### src/disk_map.svh
`ifndef DISK_MAP_SVH
`define DISK_MAP_SVH
// Contract
// - commands arrive only through register writes
// - lba bit chooses chs or lba per command
// - status address uses the command's own method
// - default geometry 1945 cylinders, 16 heads, 63 sectors
// - init command derives cylinders from heads, sectors
// - lba accepted below 1961069 sectors
// - lba bit ignored for non-media commands
// - lba is linear chs mapping minus one
// - hard reset runs diagnostics, restores defaults
// - soft reset bit resets interface only
// - media access runs in active mode
// - thirty idle minutes force sleep mode
// - sleep leaves interface inactive, status invalid
// - enabled timer expiry moves active/idle to standby
// - disabled timer never enters standby alone
// - idle commands go idle, idle loads timer
// - standby commands go standby, standby loads timer
// - sleep command ends interface; reset wakes
// - media command from idle/standby returns active
// - set features 95h/31h toggles media notify
// - notify mode ignores eject button and locks
// - notify mode reports eject press via status

// ----------------------------------------
// link register addresses and fields
// ----------------------------------------
`define TF_ERR 3'h1
`define TF_SCNT 3'h2
`define TF_SNUM 3'h3
`define TF_CYLL 3'h4
`define TF_CYLH 3'h5
`define TF_DEVH 3'h6
`define TF_CMD 3'h7
`define CTL_DEVCTL 3'h6
`define DEVH_LBA 6
`define DEVCTL_SOFT_RESET 2
`define ST_BSY 7
`define ST_DRDY 6
`define ST_ERR 0
`define ER_IDNF 4
`define ER_MCR 3
`define ER_ABRT 2
`define DIAG_PASS 8'h01
`define SLEEP_RDATA 8'hff
`define TF_RESET 8'h01

// ----------------------------------------
// command codes and subcodes
// ----------------------------------------
`define CMD_READ 8'h20
`define CMD_WRITE 8'h30
`define CMD_INIT_GEOM 8'h91
`define CMD_STBY_IMM 8'he0
`define CMD_IDLE_IMM 8'he1
`define CMD_STBY 8'he2
`define CMD_IDLE 8'he3
`define CMD_CHK_PWR 8'he5
`define CMD_SLEEP 8'he6
`define CMD_MEDIA_STAT 8'hda
`define CMD_LOCK 8'hde
`define CMD_UNLOCK 8'hdf
`define CMD_EJECT 8'hed
`define CMD_SET_FEAT 8'hef
`define FEAT_NOTIFY_ON 8'h95
`define FEAT_NOTIFY_OFF 8'h31
`define PWR_CODE_ACTIVE 8'hff
`define PWR_CODE_IDLE 8'h80
`define PWR_CODE_STBY 8'h00

// ----------------------------------------
// geometry, timing and host port addresses
// ----------------------------------------
`define DEF_CYLS 16'h0799
`define DEF_HEADS 5'h10
`define DEF_SPT 8'h3f
`define CAPACITY 21'h1d_ec6d
`define DIV_STEPS 5'h15
`define CLK_HZ 32'h0098_9680
`define SLEEP_MIN 11'h01e
`define SEC_PER_MIN 11'h03c
`define STBY_UNIT_S 11'h005
`define DIAG_CYCLES 4'h8
`define HRST_CYCLES 4'h4
`define HOST_DEVCTL 4'h8
`define HOST_CTRL 4'h9

`endif

### src/disk_pkg.sv
package disk_pkg;

	typedef enum logic [3:0] {
		PM_ACTIVE = 4'b0001,
		PM_IDLE = 4'b0010,
		PM_STANDBY = 4'b0100,
		PM_SLEEP = 4'b1000
	} power_mode_t;

	typedef enum logic [2:0] {
		CS_READY = 3'b001,
		CS_DIV = 3'b010,
		CS_DIAG = 3'b100
	} ctl_state_t;

	typedef struct packed {
		ctl_state_t cs;
		power_mode_t mode;
		logic [7:0] feat;
		logic [7:0] scnt;
		logic [7:0] snum;
		logic [7:0] cyll;
		logic [7:0] cylh;
		logic [7:0] devh;
		logic [7:0] err;
		logic erf;
		logic [15:0] cyls;
		logic [4:0] heads;
		logic [7:0] spt;
		logic notify;
		logic locked;
		logic eject_pend;
		logic tmr_en;
		logic [7:0] tmr_val;
		logic [31:0] pre;
		logic [10:0] stby_sec;
		logic [10:0] idle_sec;
		logic [20:0] div_num;
		logic [12:0] div_rem;
		logic [4:0] div_cnt;
		logic [3:0] diag_cnt;
		logic [7:0] rdata;
		logic btn_s1;
		logic btn_s2;
		logic btn_d;
		logic media_req;
		logic media_wr;
		logic [27:0] media_lba;
		logic eject;
	} dev_state_t;

	typedef struct packed {
		logic l_cmd;
		logic l_ctl;
		logic [2:0] l_addr;
		logic [7:0] l_wdata;
		logic l_wr;
		logic l_rd;
		logic hrst;
		logic [3:0] hrst_cnt;
		logic [2:0] poll;
		logic cap;
		logic [2:0] cap_addr;
		logic [7:0][7:0] mirror;
		logic [7:0] sw_rdata;
	} host_state_t;

endpackage

### src/disk_link_if.sv
`timescale 1ns/1ps
`default_nettype none
interface disk_link_if;
	logic hard_reset;
	logic cmd_sel;
	logic ctl_sel;
	logic [2:0] addr;
	logic [7:0] wdata;
	logic wr;
	logic rd;
	logic [7:0] rdata;
	modport dev(input hard_reset, cmd_sel, ctl_sel, addr, wdata, wr, rd, output rdata);
	modport host(output hard_reset, cmd_sel, ctl_sel, addr, wdata, wr, rd, input rdata);
endinterface // disk_link_if
`default_nettype wire

### src/disk_device.sv
// Strobed register access and the placing of the registers were left to the implementer.
`timescale 1ns/1ps
`default_nettype none
`include "disk_map.svh"
module disk_device
	import disk_pkg::*;
#(
	parameter int unsigned SEC_CYCLES = `CLK_HZ
) (
	// clock and reset
	input wire logic core_clk_in,
	input wire logic soft_reset_bit_in,
	// link from host controller
	disk_link_if.dev link,
	// front panel
	input wire logic eject_button_in,
	// mechanism and status
	output logic media_req_out,
	output logic media_wr_out,
	output logic [27:0] media_lba_out,
	output logic eject_out,
	output logic door_locked_out,
	output logic media_notify_mode_out,
	output logic [3:0] power_mode_out
);
	localparam logic [10:0] SLEEP_SEC = 11'(`SLEEP_MIN * `SEC_PER_MIN);

	dev_state_t st;
	dev_state_t next;
	logic btn_edge;
	logic sec_tick;
	logic [27:0] chs_lba;
	logic chs_ok;
	logic [27:0] lba_sel;
	logic [12:0] divisor;
	logic [12:0] trial;
	logic [10:0] stby_target;

	if (SEC_CYCLES < 2) begin : g_bad_sec
		$error("disk_device: SEC_CYCLES must be at least 2");
	end

	// ----------------------------------------
	// helpers
	// ----------------------------------------
	function automatic dev_state_t dev_defaults();
		dev_state_t s;
		s = '0;
		s.cs = CS_READY;
		s.mode = PM_ACTIVE;
		s.scnt = `TF_RESET;
		s.snum = `TF_RESET;
		s.err = `DIAG_PASS;
		s.cyls = `DEF_CYLS;
		s.heads = `DEF_HEADS;
		s.spt = `DEF_SPT;
		return s;
	endfunction

	function automatic logic [7:0] status_byte(input dev_state_t s);
		logic [7:0] b;
		b = 8'h00;
		b[`ST_BSY] = (s.cs != CS_READY);
		b[`ST_DRDY] = (s.cs == CS_READY);
		b[`ST_ERR] = s.erf;
		return b;
	endfunction

	chs_lba_map u_map (
		.cyl_in({st.cylh, st.cyll}),
		.head_in(st.devh[3:0]),
		.sect_in(st.snum),
		.cyls_in(st.cyls),
		.heads_in(st.heads),
		.spt_in(st.spt),
		.lba_out(chs_lba),
		.ok_out(chs_ok)
	);

	assign lba_sel = {st.devh[3:0], st.cylh, st.cyll, st.snum};
	assign divisor = 13'(st.heads) * 13'(st.spt);
	assign trial = {st.div_rem[11:0], st.div_num[20]};
	assign stby_target = 11'(st.tmr_val) * `STBY_UNIT_S;
	// only the second sync stage feeds the edge detector
	assign btn_edge = st.btn_s2 & ~st.btn_d;
	assign sec_tick = (st.pre == 32'(SEC_CYCLES - 1));

	// ----------------------------------------
	// next state
	// ----------------------------------------
	always_comb begin
		next = st;
		next.media_req = 1'b0;
		next.eject = 1'b0;
		next.btn_s1 = eject_button_in;
		next.btn_s2 = st.btn_s1;
		next.btn_d = st.btn_s2;

		// register reads, answered one cycle later
		next.rdata = 8'h00;
		if (link.rd) begin
			if (st.mode == PM_SLEEP) begin
				next.rdata = `SLEEP_RDATA;
			end else if (link.ctl_sel && !link.cmd_sel && link.addr == `CTL_DEVCTL) begin
				next.rdata = status_byte(st);
			end else if (link.cmd_sel && !link.ctl_sel) begin
				case (link.addr)
					`TF_ERR: next.rdata = st.err;
					`TF_SCNT: next.rdata = st.scnt;
					`TF_SNUM: next.rdata = st.snum;
					`TF_CYLL: next.rdata = st.cyll;
					`TF_CYLH: next.rdata = st.cylh;
					`TF_DEVH: next.rdata = st.devh;
					`TF_CMD: next.rdata = status_byte(st);
					default: next.rdata = 8'h00;
				endcase
			end
		end

		// inactivity timers, seconds resolution
		next.pre = sec_tick ? 32'h0000_0000 : st.pre + 32'h0000_0001;
		if (sec_tick && st.stby_sec != 11'h7ff) begin
			next.stby_sec = st.stby_sec + 11'h001;
		end
		if (sec_tick && st.idle_sec != 11'h7ff) begin
			next.idle_sec = st.idle_sec + 11'h001;
		end
		if (st.tmr_en && (st.mode == PM_ACTIVE || st.mode == PM_IDLE) && st.stby_sec >= stby_target) begin
			next.mode = PM_STANDBY;
		end
		if (st.mode != PM_SLEEP && st.idle_sec >= SLEEP_SEC) begin
			next.mode = PM_SLEEP;
		end

		unique case (st.cs)
			CS_READY: begin
				// sleep drops every task-file access until a reset
				if (link.wr && link.cmd_sel && !link.ctl_sel && st.mode != PM_SLEEP) begin
					case (link.addr)
						`TF_ERR: next.feat = link.wdata;
						`TF_SCNT: next.scnt = link.wdata;
						`TF_SNUM: next.snum = link.wdata;
						`TF_CYLL: next.cyll = link.wdata;
						`TF_CYLH: next.cylh = link.wdata;
						`TF_DEVH: next.devh = link.wdata;
						`TF_CMD: begin
							next.err = 8'h00;
							next.erf = 1'b0;
							next.pre = 32'h0000_0000;
							next.stby_sec = 11'h000;
							next.idle_sec = 11'h000;
							case (link.wdata)
								`CMD_READ, `CMD_WRITE: begin
									next.mode = PM_ACTIVE;
									// address stays in the task file in the command's own form
									if (st.devh[`DEVH_LBA] ? (lba_sel < 28'(`CAPACITY)) : chs_ok) begin
										next.media_req = 1'b1;
										next.media_wr = (link.wdata == `CMD_WRITE);
										next.media_lba = st.devh[`DEVH_LBA] ? lba_sel : chs_lba;
									end else begin
										next.err[`ER_IDNF] = 1'b1;
										next.erf = 1'b1;
									end
								end
								`CMD_INIT_GEOM: begin
									next.heads = 5'(st.devh[3:0]) + 5'h01;
									next.spt = st.scnt;
									if (st.scnt == 8'h00) begin
										next.err[`ER_ABRT] = 1'b1;
										next.erf = 1'b1;
									end else begin
										next.cs = CS_DIV;
										next.div_num = `CAPACITY;
										next.div_rem = 13'h0000;
										next.div_cnt = `DIV_STEPS;
									end
								end
								`CMD_IDLE_IMM: next.mode = PM_IDLE;
								`CMD_IDLE: begin
									next.mode = PM_IDLE;
									next.tmr_en = (st.scnt != 8'h00);
									next.tmr_val = st.scnt;
								end
								`CMD_STBY_IMM: next.mode = PM_STANDBY;
								`CMD_STBY: begin
									next.mode = PM_STANDBY;
									next.tmr_en = (st.scnt != 8'h00);
									next.tmr_val = st.scnt;
								end
								`CMD_SLEEP: next.mode = PM_SLEEP;
								`CMD_CHK_PWR: begin
									next.scnt = (st.mode == PM_STANDBY) ? `PWR_CODE_STBY :
										(st.mode == PM_IDLE) ? `PWR_CODE_IDLE : `PWR_CODE_ACTIVE;
								end
								`CMD_SET_FEAT: begin
									if (st.feat == `FEAT_NOTIFY_ON) begin
										next.notify = 1'b1;
									end else if (st.feat == `FEAT_NOTIFY_OFF) begin
										next.notify = 1'b0;
									end else begin
										next.err[`ER_ABRT] = 1'b1;
										next.erf = 1'b1;
									end
								end
								// in notify mode lock commands finish good but change nothing
								`CMD_LOCK: next.locked = st.notify ? st.locked : 1'b1;
								`CMD_UNLOCK: next.locked = st.notify ? st.locked : 1'b0;
								`CMD_EJECT: begin
									next.eject = 1'b1;
									next.locked = 1'b0;
									next.eject_pend = 1'b0;
								end
								`CMD_MEDIA_STAT: begin
									if (st.notify) begin
										next.err[`ER_MCR] = st.eject_pend;
										next.erf = st.eject_pend;
										next.eject_pend = 1'b0;
									end else begin
										next.err[`ER_ABRT] = 1'b1;
										next.erf = 1'b1;
									end
								end
								default: begin
									next.err[`ER_ABRT] = 1'b1;
									next.erf = 1'b1;
								end
							endcase
						end
						default: ;
					endcase
				end
			end
			CS_DIV: begin
				// restoring divide, one quotient bit per cycle
				next.div_rem = (trial >= divisor) ? trial - divisor : trial;
				next.div_num = {st.div_num[19:0], trial >= divisor};
				next.div_cnt = st.div_cnt - 5'h01;
				if (st.div_cnt == 5'h01) begin
					next.cs = CS_READY;
					next.cyls = (|next.div_num[20:16]) ? 16'hffff : next.div_num[15:0];
				end
			end
			CS_DIAG: begin
				next.diag_cnt = st.diag_cnt - 4'h1;
				if (st.diag_cnt == 4'h1) begin
					next.cs = CS_READY;
					next.err = `DIAG_PASS;
				end
			end
		endcase

		// panel button; a press beside a clearing status read stays pending
		if (btn_edge) begin
			if (st.notify) begin
				next.eject_pend = 1'b1;
			end else if (!next.locked) begin
				next.eject = 1'b1;
			end
		end

		// soft reset touches interface state and sets active power mode, geometry and notify mode survive
		if (link.wr && link.ctl_sel && !link.cmd_sel && link.addr == `CTL_DEVCTL
			&& link.wdata[`DEVCTL_SOFT_RESET]) begin
			next.cs = CS_READY;
			next.mode = PM_ACTIVE;
			next.feat = 8'h00;
			next.scnt = `TF_RESET;
			next.snum = `TF_RESET;
			next.cyll = 8'h00;
			next.cylh = 8'h00;
			next.devh = 8'h00;
			next.err = `DIAG_PASS;
			next.erf = 1'b0;
			// without this a drive woken from its own sleep would doze off again at once
			next.idle_sec = 11'h000;
		end

		if (link.hard_reset) begin
			next = dev_defaults();
			next.cs = CS_DIAG;
			next.diag_cnt = `DIAG_CYCLES;
			next.btn_s1 = eject_button_in;
			next.btn_s2 = st.btn_s1;
			next.btn_d = st.btn_s2;
		end
	end

	always_ff @(posedge core_clk_in) begin
		if (soft_reset_bit_in) begin
			st <= dev_defaults();
		end else begin
			st <= next;
		end
	end

	assign link.rdata = st.rdata;
	assign media_req_out = st.media_req;
	assign media_wr_out = st.media_wr;
	assign media_lba_out = st.media_lba;
	assign eject_out = st.eject;
	assign door_locked_out = st.locked;
	assign media_notify_mode_out = st.notify;
	assign power_mode_out = st.mode;
endmodule // disk_device
`default_nettype wire

### src/chs_lba_map.sv
`timescale 1ns/1ps
`default_nettype none
module chs_lba_map #(
	parameter int CW = 16,
	parameter int HW = 5,
	parameter int SW = 8,
	parameter int LW = 28
) (
	// chs address and translation
	input wire logic [CW-1:0] cyl_in,
	input wire logic [HW-2:0] head_in,
	input wire logic [SW-1:0] sect_in,
	input wire logic [CW-1:0] cyls_in,
	input wire logic [HW-1:0] heads_in,
	input wire logic [SW-1:0] spt_in,
	// result
	output logic [LW-1:0] lba_out,
	output logic ok_out
);
	localparam int PW = CW + HW + SW;
	logic [PW-1:0] trk;

	if (LW > PW || HW < 2) begin : g_bad_width
		$error("chs_lba_map: unsupported widths");
	end

	assign trk = PW'(cyl_in) * PW'(heads_in) + PW'(head_in);
	assign lba_out = LW'(trk * PW'(spt_in) + PW'(sect_in) - PW'(1));
	assign ok_out = (cyl_in < cyls_in) && ({1'b0, head_in} < heads_in)
		&& (sect_in != '0) && (sect_in <= spt_in);
endmodule // chs_lba_map
`default_nettype wire

### src/flat_wrapper.sv
// flat-port wrapper written by rule: the top's interface ports become plain ports
module disk_device_flat import disk_pkg::*;
#(
	parameter int unsigned SEC_CYCLES = `CLK_HZ
)
  (core_clk_in, soft_reset_bit_in, eject_button_in, media_req_out, media_wr_out, media_lba_out, eject_out, door_locked_out, media_notify_mode_out, power_mode_out, link_hard_reset, link_cmd_sel, link_ctl_sel, link_addr, link_wdata, link_wr, link_rd, link_rdata);
  disk_link_if link_i ();
  input wire logic core_clk_in;
  input wire logic soft_reset_bit_in;
  input wire logic eject_button_in;
  output logic media_req_out;
  output logic media_wr_out;
  output logic [27:0] media_lba_out;
  output logic eject_out;
  output logic door_locked_out;
  output logic media_notify_mode_out;
  output logic [3:0] power_mode_out;
  input wire logic [$bits(link_i.hard_reset)-1:0] link_hard_reset;
  input wire logic [$bits(link_i.cmd_sel)-1:0] link_cmd_sel;
  input wire logic [$bits(link_i.ctl_sel)-1:0] link_ctl_sel;
  input wire logic [$bits(link_i.addr)-1:0] link_addr;
  input wire logic [$bits(link_i.wdata)-1:0] link_wdata;
  input wire logic [$bits(link_i.wr)-1:0] link_wr;
  input wire logic [$bits(link_i.rd)-1:0] link_rd;
  output wire logic [$bits(link_i.rdata)-1:0] link_rdata;
  assign link_i.hard_reset = link_hard_reset;
  assign link_i.cmd_sel = link_cmd_sel;
  assign link_i.ctl_sel = link_ctl_sel;
  assign link_i.addr = link_addr;
  assign link_i.wdata = link_wdata;
  assign link_i.wr = link_wr;
  assign link_i.rd = link_rd;
  assign link_rdata = link_i.rdata;
  disk_device #(.SEC_CYCLES(SEC_CYCLES)) u_core (.core_clk_in(core_clk_in), .soft_reset_bit_in(soft_reset_bit_in), .link(link_i), .eject_button_in(eject_button_in), .media_req_out(media_req_out), .media_wr_out(media_wr_out), .media_lba_out(media_lba_out), .eject_out(eject_out), .door_locked_out(door_locked_out), .media_notify_mode_out(media_notify_mode_out), .power_mode_out(power_mode_out));
endmodule
### config.mk
export PLATFORM = sky130hd
export DESIGN_NAME = disk_device_flat
export DESIGN_NICKNAME = d
export VERILOG_FILES = /design/src/disk_pkg.sv /design/src/disk_link_if.sv /design/src/disk_device.sv /design/src/chs_lba_map.sv /design/src/flat_wrapper.sv
export VERILOG_INCLUDE_DIRS = /design/src
export SDC_FILE = /design/constraint.sdc
export NUM_CORES = 1
export LEC_CHECK = 0
export ABC_CLOCK_PERIOD_IN_PS = 12800
export BUFFER_PORTS_ARGS = -buffer_cell sky130_fd_sc_hd__clkbuf_2
export CORE_ASPECT_RATIO = 1.5
export CORE_MARGIN = 2
export CORE_UTILIZATION = 35
export DETAILED_ROUTE_END_ITERATION = 10
export GPL_TIMING_DRIVEN = 0
export SYNTH_ARGS = -nofsm -noshare
export SYNTH_HDL_FRONTEND = slang
export SYNTH_SLANG_ARGS = --single-unit
export TNS_END_PERCENT = 10
### constraint.sdc
create_clock -name core_clk_in -period 12.8 [get_ports core_clk_in]
set_input_delay 0.64 -clock core_clk_in [delete_from_list [all_inputs] [get_ports core_clk_in]]
set_output_delay 0.64 -clock core_clk_in [all_outputs]
set_load 0.005 [all_outputs]
Word level (Yosys, flattened, before mapping) --
Cells that the tools add are included. W data, S select, Z words.
Storage, ports and cells: register bits after elaboration 243, bits of input ports 19, output and inout bits 45, logic and storage cells 249
Operators by class: add/sub/neg operators 10, multiply operators 4, order comparisons 7, equal/unequal tests 50, mux-type cells 80, bitwise operators 7, reductions and logical operators 56
Operators by type and width (count):
- $mux W244 | 1
- $mux W118 | 2
- $mux W64 | 2
- $eq A8 B8 Y1 const B | 13
- $mux W8 | 12
- $mux W31 | 3
- $mux W79 | 1
- $mux W39 | 2
- $pmux W39 S2 | 1
- $mux W30 | 2
- $pmux W8 S7 | 1
- $mux W52 | 1
- $mux W16 | 3
- $mux W11 | 3
- $add A32 B1 Y32 const B | 1
- $eq A32 B24 Y1 const B | 1
- $mux W32 | 1
- $pmux W8 S2 | 2
- $add A28 B8 Y28 | 1
- $lt A28 B21 Y1 const B | 1
- $mul A22 B8 Y28 | 1
- $mux W28 | 1
- $sub A28 B1 Y28 const B | 1
- $mux W13 | 2
- 60 further kinds | 155

Depth between registers and ports, before layout --
Gate-level depths: netlist (run 1).
depth after elaboration 15, depth in mapped cells 36, gate-level depth less buffers 35

Modules after synthesis --
A second synthesis (run 1) with hierarchy kept.
Second synthesis, totals: cells, all modules 2593, area, all modules 22323.9 um2
Modules (own cells, without submodules):
- disk_device | instances 1, cells each 1517, area an instance 13123.8 um2, sequential area each 4784.6 um2
- chs_lba_map | instances 1, cells each 1076, area an instance 9200.1 um2, sequential area each 0.0 um2

Worst setup path after synthesis (run 1) --
Ideal clock, no wire load.
path kind flip-flop to flip-flop, from register u_core.st[162] (netlist bit), to register u_core.st, in the netlist u_core.media_lba_out[26], setup time 0.128 ns, data arrival time 8.325 ns, data required time 12.672 ns, setup slack 4.348 ns, stages on the path, launching flop included 36, buffers on the path 1, clock period less this slack 8.452 ns, cell sequence dfxtp_1 > clkbuf_1 > and2_1 > fa_1 > fa_1 > inv_1 > fa_1 > inv_1 > ha_1 > a21oi_1 > nand2_1 > a2111oi_2 > nor3b_1 > o21a_1 > o21ai_1 > nand2b_1 > a21oi_1 > xnor2_1 > nand2_1 > fa_1 > inv_1 > fa_1 > fa_1 > fa_1 > ha_1 > ha_1 > a21o_1 > a21o_1 > a21oi_1 > nand2_1 > o211ai_1 > o31a_1 > o21ai_0 > xor2_1 > a21oi_1 > nor2_1
Between the ends: cells in the longest elaborated chain, start to end 6, elaborated cells on any way between the ends 12, classes of those cells add/sub (3); mul (2); order compare (1); mux (2); reduce/logical (4)
Ends and longest elaborated chain:
- from (decl) | RTL line disk_device.sv:28 | dev_state_t st;
- from (signal assigned) | RTL line disk_device.sv:290 | st <= dev_defaults();
- from (signal assigned) | RTL line disk_device.sv:292 | st <= next;
- $mul A16 B5 Y21 / $lt A4 B5 Y1 (equally long branches) | RTL line chs_lba_map.sv:27, chs_lba_map.sv:29
- $add A21 B4 Y22 / $logic_and A1 B1 Y1 (equally long branches) | RTL line chs_lba_map.sv:27, chs_lba_map.sv:29
- $mul A22 B8 Y28 / $logic_and A1 B1 Y1 (equally long branches) | RTL line chs_lba_map.sv:28, chs_lba_map.sv:30
- $add A28 B8 Y28 / $logic_and A1 B1 Y1 (equally long branches) | RTL line chs_lba_map.sv:28, chs_lba_map.sv:30
- $sub A28 B1 Y28 / $mux W1 (equally long branches) | RTL line chs_lba_map.sv:28, disk_device.sv:156
- $mux W28 / $reduce_and A5 Y1 (equally long branches)
Parallel ways exist; a longest one is shown, timed or not. A chain may end at the register's enable or synchronous reset.

Final worst setup path (run 1) --
from register u_core.st[162] (netlist bit), to register u_core.st, in the netlist u_core.media_lba_out[22]
Same word-level chain as after synthesis.

==> results of run 1 <==
-- cell type report --
class | instances | area, um2 | share of cell area (%)
plain buffers | 148 | 742 | 3.04
clock buffers | 38 | 756 | 3.10
clock inverters | 10 | 150 | 0.616
inverters | 316 | 1190 | 4.86
multi-input cells | 1912 | 15500 | 63.4
flip-flops and latches | 239 | 4780 | 19.6
well taps | 805 | 1010 | 4.13
repair buffers | 58 | 290 | 1.19
-- how the worst max path moves through the flow --
| stage | start | to | slack (ns) | depth (start not counted) |
|---|---|---|---|---|
| after floorplan | u_core.st[162]$_SDFFE_PP0P_ | u_core.media_lba_out[26]$_SDFFE_PP0P_ | 4.35 | 35 |
| final | u_core.st[162]$_SDFFE_PP0P_ | u_core.media_lba_out[22]$_SDFFE_PP0P_ | 2.54 | 35 |
| after CTS | u_core.st[162]$_SDFFE_PP0P_ | u_core.media_lba_out[22]$_SDFFE_PP0P_ | 2.52 | 35 |
| after detailed placement | u_core.st[162]$_SDFFE_PP0P_ | u_core.media_lba_out[22]$_SDFFE_PP0P_ | 2.52 | 35 |
| after global placement | u_core.st[162]$_SDFFE_PP0P_ | u_core.media_lba_out[22]$_SDFFE_PP0P_ | 2.60 | 35 |
| after global routing | u_core.st[162]$_SDFFE_PP0P_ | u_core.media_lba_out[22]$_SDFFE_PP0P_ | 1.94 | 35 |
-- placed cells by master (no fill, tap or decap), types with 31 or more instances in the layout --
master | Yosys | layout
sky130_fd_sc_hd__a21o_1 | 31 | 31
sky130_fd_sc_hd__a21oi_1 | 150 | 150
sky130_fd_sc_hd__and2_1 | 122 | 122
sky130_fd_sc_hd__buf_4 | 43 | 43
sky130_fd_sc_hd__clkbuf_1 | 95 | 101
sky130_fd_sc_hd__clkbuf_2 | 0 | 58
sky130_fd_sc_hd__dfxtp_1 | 239 | 239
sky130_fd_sc_hd__fa_1 | 197 | 197
sky130_fd_sc_hd__ha_1 | 218 | 218
sky130_fd_sc_hd__inv_1 | 314 | 314
sky130_fd_sc_hd__mux2i_1 | 75 | 75
sky130_fd_sc_hd__nand2_1 | 283 | 283
sky130_fd_sc_hd__nand3_1 | 50 | 50
sky130_fd_sc_hd__nor2_1 | 265 | 265
sky130_fd_sc_hd__o21ai_1 | 48 | 48
sky130_fd_sc_hd__xnor2_1 | 60 | 60
sky130_fd_sc_hd__xor2_1 | 54 | 54
-- state kept, by name, summed over array words and instances, names as in the netlist --
signal	count
u_core.media_lba_out	28
u_core.media_wr_out	1
u_core.power_mode_out	4
u_core.st	166
u_core.door_locked_out	1
u_core.media_notify_mode_out	1
u_core.eject_out	1
u_core.lba_sel	28
u_core.link.rdata	8
u_core.media_req_out	1
-- kinds of logic after synthesis --
family	synth area share [%]
buffers and inverters	8.69
muxes	3.64
and+or+nand+nor	18.9
DFF	21.6
adders and majority gates	30.1
AOI/OAI and AO/OA	12.7
xor gates and xnor gates	4.50
-- through the flow --
step	hold WS, ns	total power [W]	util (%)	setup WS, ns
final	0.302	0.00170	38.7	2.54
after global routing	0.322	0.00176	38.7	1.94
after CTS	0.295	0.00172	38.7	2.52
after detailed placement	0.449	0.000920	37.2	2.52
after global placement	0.439	0.000921	37.2	2.60
after floorplan	0.414	0.000868	-	4.35
-- power breakdown --
part,internal [W],switching (W)
sequential,0.000746,0.00000176
clock,0.000472,0.000325
combinational,0.0000525,0.000105
total,0.00127,0.000432
-- layer usage --
layer	part of all wire, %	GRT usage, %	up-vias
li1	-	-	8755
met1	39	22.1	8880
met2	51	36.5	450
met3	4.0	1.77	182
met4	5.5	10.2	2
met5	0.025	0	-
-- synth_stat cells, drive strengths merged, types with 13 or more instances --
library cell	instances	share of area [%]
o221a	22	1.1
nand2b	19	0.54
mux2i	75	3.4
a211oi	28	1.3
o21bai	14	0.47
or3	13	0.37
fa	197	18
and3	21	0.60
and2	122	3.4
nor3	27	0.61
a21oi	150	3.4
xnor2	60	2.4
ha	218	12
a21o	31	1.0
dfxtp	239	22
nand4	21	0.62
nand2	283	4.8
nand3	50	1.1
xor2	54	2.1
inv	315	5.3
o21ai	71	1.6
o211ai	19	0.64
nor2b	27	0.76
clkbuf	95	1.6
buf	53	1.7
nor2	265	4.5
-- critical path, delay by kind of cell (launching register included) --
kind / cells / cell delay, ns
buffers and inverters: 4 / 0.60
and+or+nand+nor: 7 / 0.93
xor gates and xnor gates: 2 / 0.78
AOI/OAI and AO/OA: 12 / 2.73
adders and majority gates: 10 / 4.58
DFF: 1 / 0.48
==> metrics.md, run 1 <==
| Metric | Value |
|---|---|
| Setup repair after global routing missed its margin | false |
| Worst slew margin | 28.4% |
| Full die area | 65,500 um2 |
| Skew-Pair Late Insertion Delay | 0.57 ns |
| Async SR Flop Fraction | 0% |
| Post-CTS Hold Fix Bufs | 0 |
| Weighted congestion at the end of routability-driven global placement | 0.904 |
| Global-route wire length before repair | 102,000 um |
| Inst Count DP | 3,478 |
| Critical register-to-register path startpoint | u_core.st[162]$_SDFFE_PP0P_ |
| Setup TNS | 0 ns |
| Data arrival time of the critical path | 10.67 ns |
| Number of nets with antenna violations after detailed routing | 0 |
| Crit end category | flip-flop |
| Leakage power summed over all cells | 10.9 nW |
| Kind of start point of the critical path | flip-flop |
| Total count of hold-check failures in the final report | 0 |
| Clock tree from TritonCTS | done |
| Seq cells post-synth | 239 |
| Floorplan core area | 63,100 um2 |
| Die width | 210 um |
| Clock transition at the registers of the reported paths | 0.06 ns |
| EDFF count, synth | 0 |
| Nets | 3,135 |
| Leftover overflow at the end of global routing | 0 |
| Slowest CP cell | sky130_fd_sc_hd__fa_1 |
| Post-layout minimum cycle time | 10.26 ns |
| Number of antenna violations at the first check in global routing | 1 |
| Number of levels in the clock H-tree | 1 |
| Drt first pass iters | 5 |
| Via-to-Cell Ratio | 5.18 |
| Worst min-delay path class | input pin to flip-flop |
| Routed WL | 63,000 um |
| Register-to-Register Path Depth | 35 |
| Peak Freq | 0.0974 GHz |
| Clock Skews | 0.0422 ns |
| Clock root buffer | sky130_fd_sc_hd__clkbuf_16 |
| GR Util All Layers | 19.6% |
| Hold Crit Depth | 2 |
| Number of clock buffers inserted by TritonCTS | 26 |
| Crit-path max cell delay | 0.54 ns |
| Number of max-cap violations | 0 |
| Number of antenna repair diodes | 0 |
| DP Area | 23,500 um2 |
| Vias in the first global route | 19,000 |
| Detail-routed net length per standard cell | 17.9 um |
| Capture instance of the worst register-to-register path | u_core.media_lba_out[22]$_SDFFE_PP0P_ |
| Nets in the synthesized netlist | 3,049 |
| Flop2flop setup slack | 2.54 ns |
| Top-level port count | 64 |
| Final worst-path cycle share | 80.2% |
| Post-CTS Setup Inserts | 0 |
| Die Y | 312 um |
| DRC violations left | 0 |
| Fraction of the yosys area taken by sequential cells | 21.6% |
| Post-route design area | 24,400 um2 |
| Launch instance of the worst min-delay path | eject_button_in |
| Buffers from clock root to sink, at most | 3 |
| Synth Area per Inst | 8.48 um2 |
| Area grow syn2layout | 9.93% |
| Maximum number of pins on one net before global-route repair | 14 |
| Fin. max-slew vios | 0 |
| Slew of the pin with the lowest slew margin | 1.07 ns |
| Synth cell types | 82 |
| Total via count in the routed design | 18,300 |
| CP Class | flip-flop to flip-flop |
| Outcome | complete, no violations |
| PortBufs | 58 |
| Final-layout fill cell count | 6,487 |
| Proportion of layout cells with a drive suffix above 1 | 7.42% |
| Num rows | 113 |
| Power per Cell Area | 69.8 nW/um2 |
| Setup violation total in the final timing report | 0 |
| Clk sink count | 239 |
| Maximum vdd ir drop | 0.000117 V |
| Crit-path max FO | 10 |
| Post-route insts no fill | 3,526 |
| Hold EP | u_core.st[33]$_SDFF_PP0_ |
| Drt initial violations | 954 |
| Half-perimeter wire length of the detailed placement result | 49,300 um |
| Most frequent CP cell | sky130_fd_sc_hd__fa_1 |
| Post-cts resize count | 0 |
| Required time at the worst-slack endpoint | 13.21 ns |
| Post-synthesis cell area | 22,200 um2 |
| Starting density of the core | 35.2% |
| Number of synthesis warnings | 0 |
| Cells after Synth | 2,615 |
| Most frequently used flop master after synthesis | sky130_fd_sc_hd__dfxtp_1 |
(Power assumes the default switching activity.)
==> run 2, diff against run 1 <==
--- a/config.mk
+++ b/config.mk
@@ -6,7 +6,8 @@
 export SDC_FILE = /design/constraint.sdc
 export NUM_CORES = 1
 export LEC_CHECK = 0
-export ABC_CLOCK_PERIOD_IN_PS = 12800
+export ABC_AREA = 1
+export ABC_CLOCK_PERIOD_IN_PS = 8870
 export BUFFER_PORTS_ARGS = -buffer_cell sky130_fd_sc_hd__clkbuf_2
 export CORE_ASPECT_RATIO = 1.5
 export CORE_MARGIN = 2
==> constraint.sdc (replaced) <==
create_clock -name core_clk_in -period 8.87 [get_ports core_clk_in]
set_input_delay 0.4435 -clock core_clk_in [delete_from_list [all_inputs] [get_ports core_clk_in]]
set_output_delay 0.4435 -clock core_clk_in [all_outputs]
set_load 0.005 [all_outputs]
==> metrics.md, run 2 <==
| Metric | Value |
|---|---|
| Slowest CP cell | sky130_fd_sc_hd__fa_1 (unchanged) |
| Skew-Pair Late Insertion Delay | 0.58 ns (was 0.57 ns) |
| Total count of hold-check failures in the final report | 0 (unchanged) |
| Area share of the largest cell type after synthesis | 20.6% (was 21.6%) |
| Final core utilization | 39.5% (was 38.7%) |
| PortBufs | 61 (was 58) |
| Leakage power summed over all cells | 12.9 nW (was 10.9 nW) |
| Psw | 0.000701 W (was 0.000432 W) |
| Number of synthesis warnings | 0 (unchanged) |
| Crit path from | u_core.lba_sel[21]$_SDFFE_PP0P_ (was u_core.st[162]$_SDFFE_PP0P_) |
| Slew of the pin with the lowest slew margin | 1.03 ns (was 1.07 ns) |
| Area fraction in compound gates after synthesis | 13.5% (was 12.7%) |
| Clock Skews | 0.0430 ns (was 0.0422 ns) |
| Synth Area per Inst | 7.27 um2 (was 8.48 um2) |
| Global-route wire length before repair | 113,000 um (was 102,000 um) |
| Internal Dissipation | 0.00183 W (was 0.00127 W) |
| Maximum number of pins on one net before global-route repair | 14 (unchanged) |
| Maximum vdd ir drop | 0.000151 V (was 0.000117 V) |
| Die Y | 320 um (was 312 um) |
| Clock transition at the registers of the reported paths | 0.07 ns (was 0.06 ns) |
| Half-perimeter wire length of the detailed placement result | 58,600 um (was 49,300 um) |
| Most frequently used flop master after synthesis | sky130_fd_sc_hd__dfxtp_1 (unchanged) |
| Crit-path max cell delay | 0.54 ns (about the same) |
| Number of antenna repair diodes | 0 (unchanged) |
| Die width | 215 um (was 210 um) |
| Register ranked first by flip-flop count | u_core.st (unchanged) |
| Detail-routed net length per standard cell | 17.2 um (was 17.9 um) |
| Critical register-to-register path startpoint | u_core.lba_sel[21]$_SDFFE_PP0P_ (was u_core.st[162]$_SDFFE_PP0P_) |
| Nets | 3,734 (was 3,135) |
| EDFF count, synth | 0 (unchanged) |
| Number of clock buffers inserted by TritonCTS | 26 (unchanged) |
| Clock root buffer | sky130_fd_sc_hd__clkbuf_16 (unchanged) |
| Post-route insts no fill | 4,195 (was 3,526) |
| Crit-path max FO | 10 (unchanged) |
| Via-to-Cell Ratio | 5.01 (was 5.18) |
| Parity-gate share of the synthesized area counting xor and xnor cells | 2.90% (was 4.50%) |
| Drt first pass iters | 6 (was 5) |
| Area grow syn2layout | 11.7% (was 9.93%) |
| Post-synth top cells | sky130_fd_sc_hd__nand2_1, sky130_fd_sc_hd__inv_1, sky130_fd_sc_hd__nor2_1 (was sky130_fd_sc_hd__inv_1, sky130_fd_sc_hd__nand2_1, sky130_fd_sc_hd__nor2_1) |
| Cell with the most instances after synthesis | sky130_fd_sc_hd__nand2_1 (was sky130_fd_sc_hd__inv_1) |
| Launch instance of the worst min-delay path | eject_button_in (unchanged) |
| Most frequent CP cell | sky130_fd_sc_hd__fa_1 (unchanged) |
| Clk sink count | 239 (unchanged) |
| Combinational cell fraction of total power | 13.4% (was 9.2%) |
| Synth cell types | 62 (was 82) |
| Cell type with the largest total area after synthesis | sky130_fd_sc_hd__dfxtp_1 (unchanged) |
| Async SR Flop Fraction | 0% (unchanged) |
| Seq cells post-synth | 239 (unchanged) |
| Post-synthesis cell area | 23,300 um2 (was 22,200 um2) |
| Proportion of power drawn by flip-flops and latches | 42.6% (was 43.9%) |
| Floorplan core area | 65,800 um2 (was 63,100 um2) |
| CP Class | flip-flop to flip-flop (unchanged) |
| GR Util All Layers | 20.8% (was 19.6%) |
| Buffers from clock root to sink, at most | 3 (unchanged) |
| Vias in the first global route | 21,000 (was 19,000) |
| Fraction of synthesized area in multiplexers | 0.0430% (was 3.64%) |
| Full die area | 68,600 um2 (was 65,500 um2) |
| DRC violations left | 0 (unchanged) |
| Routed WL | 72,300 um (was 63,000 um) |
| Final worst-path cycle share | 96.8% (was 80.2%) |
| Kind of start point of the critical path | flip-flop (unchanged) |
| Fraction of the yosys area taken by sequential cells | 20.6% (was 21.6%) |
| Proportion of power drawn by the clock network | 43.9% (was 46.8%) |
| Fin. max-slew vios | 0 (unchanged) |
| Switching part of the total | 27.7% (was 25.4%) |
| Drt initial violations | 1,287 (was 954) |
| Proportion of layout cells with a drive suffix above 1 | 9.28% (was 7.42%) |
| Top-level port count | 64 (unchanged) |
| Number of nets with antenna violations after detailed routing | 0 (unchanged) |
| Dominant combinational cell family by area after synthesis | adder cells (unchanged) |
| Smallest hold slack | 0.0649 ns (was 0.302 ns) |
| Peak Freq | 0.116 GHz (was 0.0974 GHz) |
| Total via count in the routed design | 21,000 (was 18,300) |
| Number of max-cap violations | 0 (unchanged) |
| Worst slew margin | 31.0% (was 28.4%) |
| Weighted congestion at the end of routability-driven global placement | 0.950 (was 0.904) |
| Post-Place Worst Slack | -0.867 ns (was 2.52 ns) |
| Simple-Gate Fraction of Synth Area | 20.5% (was 18.9%) |
| Power per Cell Area | 97.3 nW/um2 (was 69.8 nW/um2) |
| Post-layout minimum cycle time | 8.59 ns (was 10.26 ns) |
| Num rows | 115 (was 113) |
| Most common cell after layout, fill and taps aside | sky130_fd_sc_hd__nand2_1 (was sky130_fd_sc_hd__inv_1) |
| Setup violation total in the final timing report | 0 (unchanged) |
| Inst Count DP | 4,140 (was 3,478) |
| Starting density of the core | 35.4% (was 35.2%) |
| Leftover overflow at the end of global routing | 0 (unchanged) |
| Data arrival time of the critical path | 9.05 ns (was 10.67 ns) |
| Number of antenna violations at the first check in global routing | 0 (was 1) |
| Cells taking the most area after synthesis | sky130_fd_sc_hd__dfxtp_1, sky130_fd_sc_hd__fa_1, sky130_fd_sc_hd__ha_1 (unchanged) |
| Final setup slack of the worst path | 0.282 ns (was 2.54 ns) |
| Cells after Synth | 3,202 (was 2,615) |
| Post-CTS Hold Fix Bufs | 0 (unchanged) |
| Outcome | complete, no violations (unchanged) |
| Area share of fa/ha/maj cells after synthesis | 28.7% (was 30.1%) |
| Clock tree from TritonCTS | done (unchanged) |
| Nets in the synthesized netlist | 3,636 (was 3,049) |
| Flip-flop count of the largest register after layout | 166 (unchanged) |
| Worst min-delay path class | input pin to flip-flop (unchanged) |
| Final-layout fill cell count | 6,962 (was 6,487) |
| Setup repair after global routing missed its margin | true (was false) |
| Most frequent cells in the layout | sky130_fd_sc_hd__nand2_1, sky130_fd_sc_hd__inv_1, sky130_fd_sc_hd__nor2_1 (was sky130_fd_sc_hd__inv_1, sky130_fd_sc_hd__nand2_1, sky130_fd_sc_hd__nor2_1) |
| Number of levels in the clock H-tree | 1 (unchanged) |
| Crit end category | flip-flop (unchanged) |
| Required time at the worst-slack endpoint | 9.33 ns (was 13.21 ns) |
[run 2: cell families (layout without fill, tap and decap cells)]
family                   count (synthesis)  in the layout
AO/OA/AOI/OAI                          541            541
XOR/XNOR                                77             77
adder cells (fa/ha/maj)                415            415
buffers and inverters                  796            912
flip-flops                             239            239
multiplexers                             1              1
AND/OR/NAND/NOR                       1133           1133
[run 2: worst max-delay path, delay by kind of cell, from the launching register on]
kind                       cells  cell delay (ns)
AOI/OAI and AO/OA              8             1.69
xor gates and xnor gates       1             0.26
adders and majority gates     10             4.67
buffers and inverters          6             0.64
DFF                            1             0.35
and+or+nand+nor                5             0.84
[run 2: final timing paths]
path,to,slack (ns),depth (start not counted)
max reg2reg,u_core.media_lba_out[22]$_SDFFE_PP0P_,0.28,30
min,u_core.st[33]$_SDFF_PP0_,0.06,3
min reg2reg,u_core.st[32]$_SDFF_PP0_,0.40,2
max,u_core.media_lba_out[22]$_SDFFE_PP0P_,0.28,30
[run 2: through the flow]
step / cell area, um2 / power (W) / setup TNS [ns]
after global placement: 24700 / 0.00142 / -10.37
after global routing: 26000 / 0.00263 / -0.152
after CTS: 25700 / 0.00254 / -0.124
after detailed placement: 24700 / 0.00142 / -10.23
final: 26000 / 0.00253 / 0
after floorplan: 23300 / 0.00132 / 0
[run 2: final cells by class]
type	instances	area, um2	share of cell area, %
Multi-Input combinational cell	2167	15600	59.9
Sequential cell	239	4800	18.5
Inverter	654	2460	9.46
Tap cell	877	1100	4.22
Buffer	138	790	3.04
Clock buffer	38	756	2.91
Timing Repair Buffer	74	403	1.55
Clock inverter	8	108	0.414
[run 2: power groups by stage]
stage / registers (W) / logic [W] / clock network (W)
after global routing: 0.00108 / 0.000373 / 0.00118
final: 0.00108 / 0.000340 / 0.00111
after CTS: 0.00108 / 0.000324 / 0.00114
after floorplan: 0.00110 / 0.000221 / 0
after detailed placement: 0.00110 / 0.000321 / 0
after global placement: 0.00110 / 0.000322 / 0
[run 2: what timing repair did]
action / CTS / global route
setup buffers: 4 / 9
gates cloned: 0 / 0
resized for setup: 35 / 92
pin swaps: 2 / 9
setup endpoints to repair: 18 / 18
[run 2: routing by layer]
| layer | GRT usage, % | up-vias | routed length (um) |
|---|---|---|---|
| met5 | 0 | - | 0 |
| met4 | 10.7 | 0 | 4060 |
| met3 | 2.13 | 207 | 3210 |
| met2 | 39.7 | 547 | 37800 |
| met1 | 22.6 | 9960 | 27200 |
| li1 | - | 10300 | - |
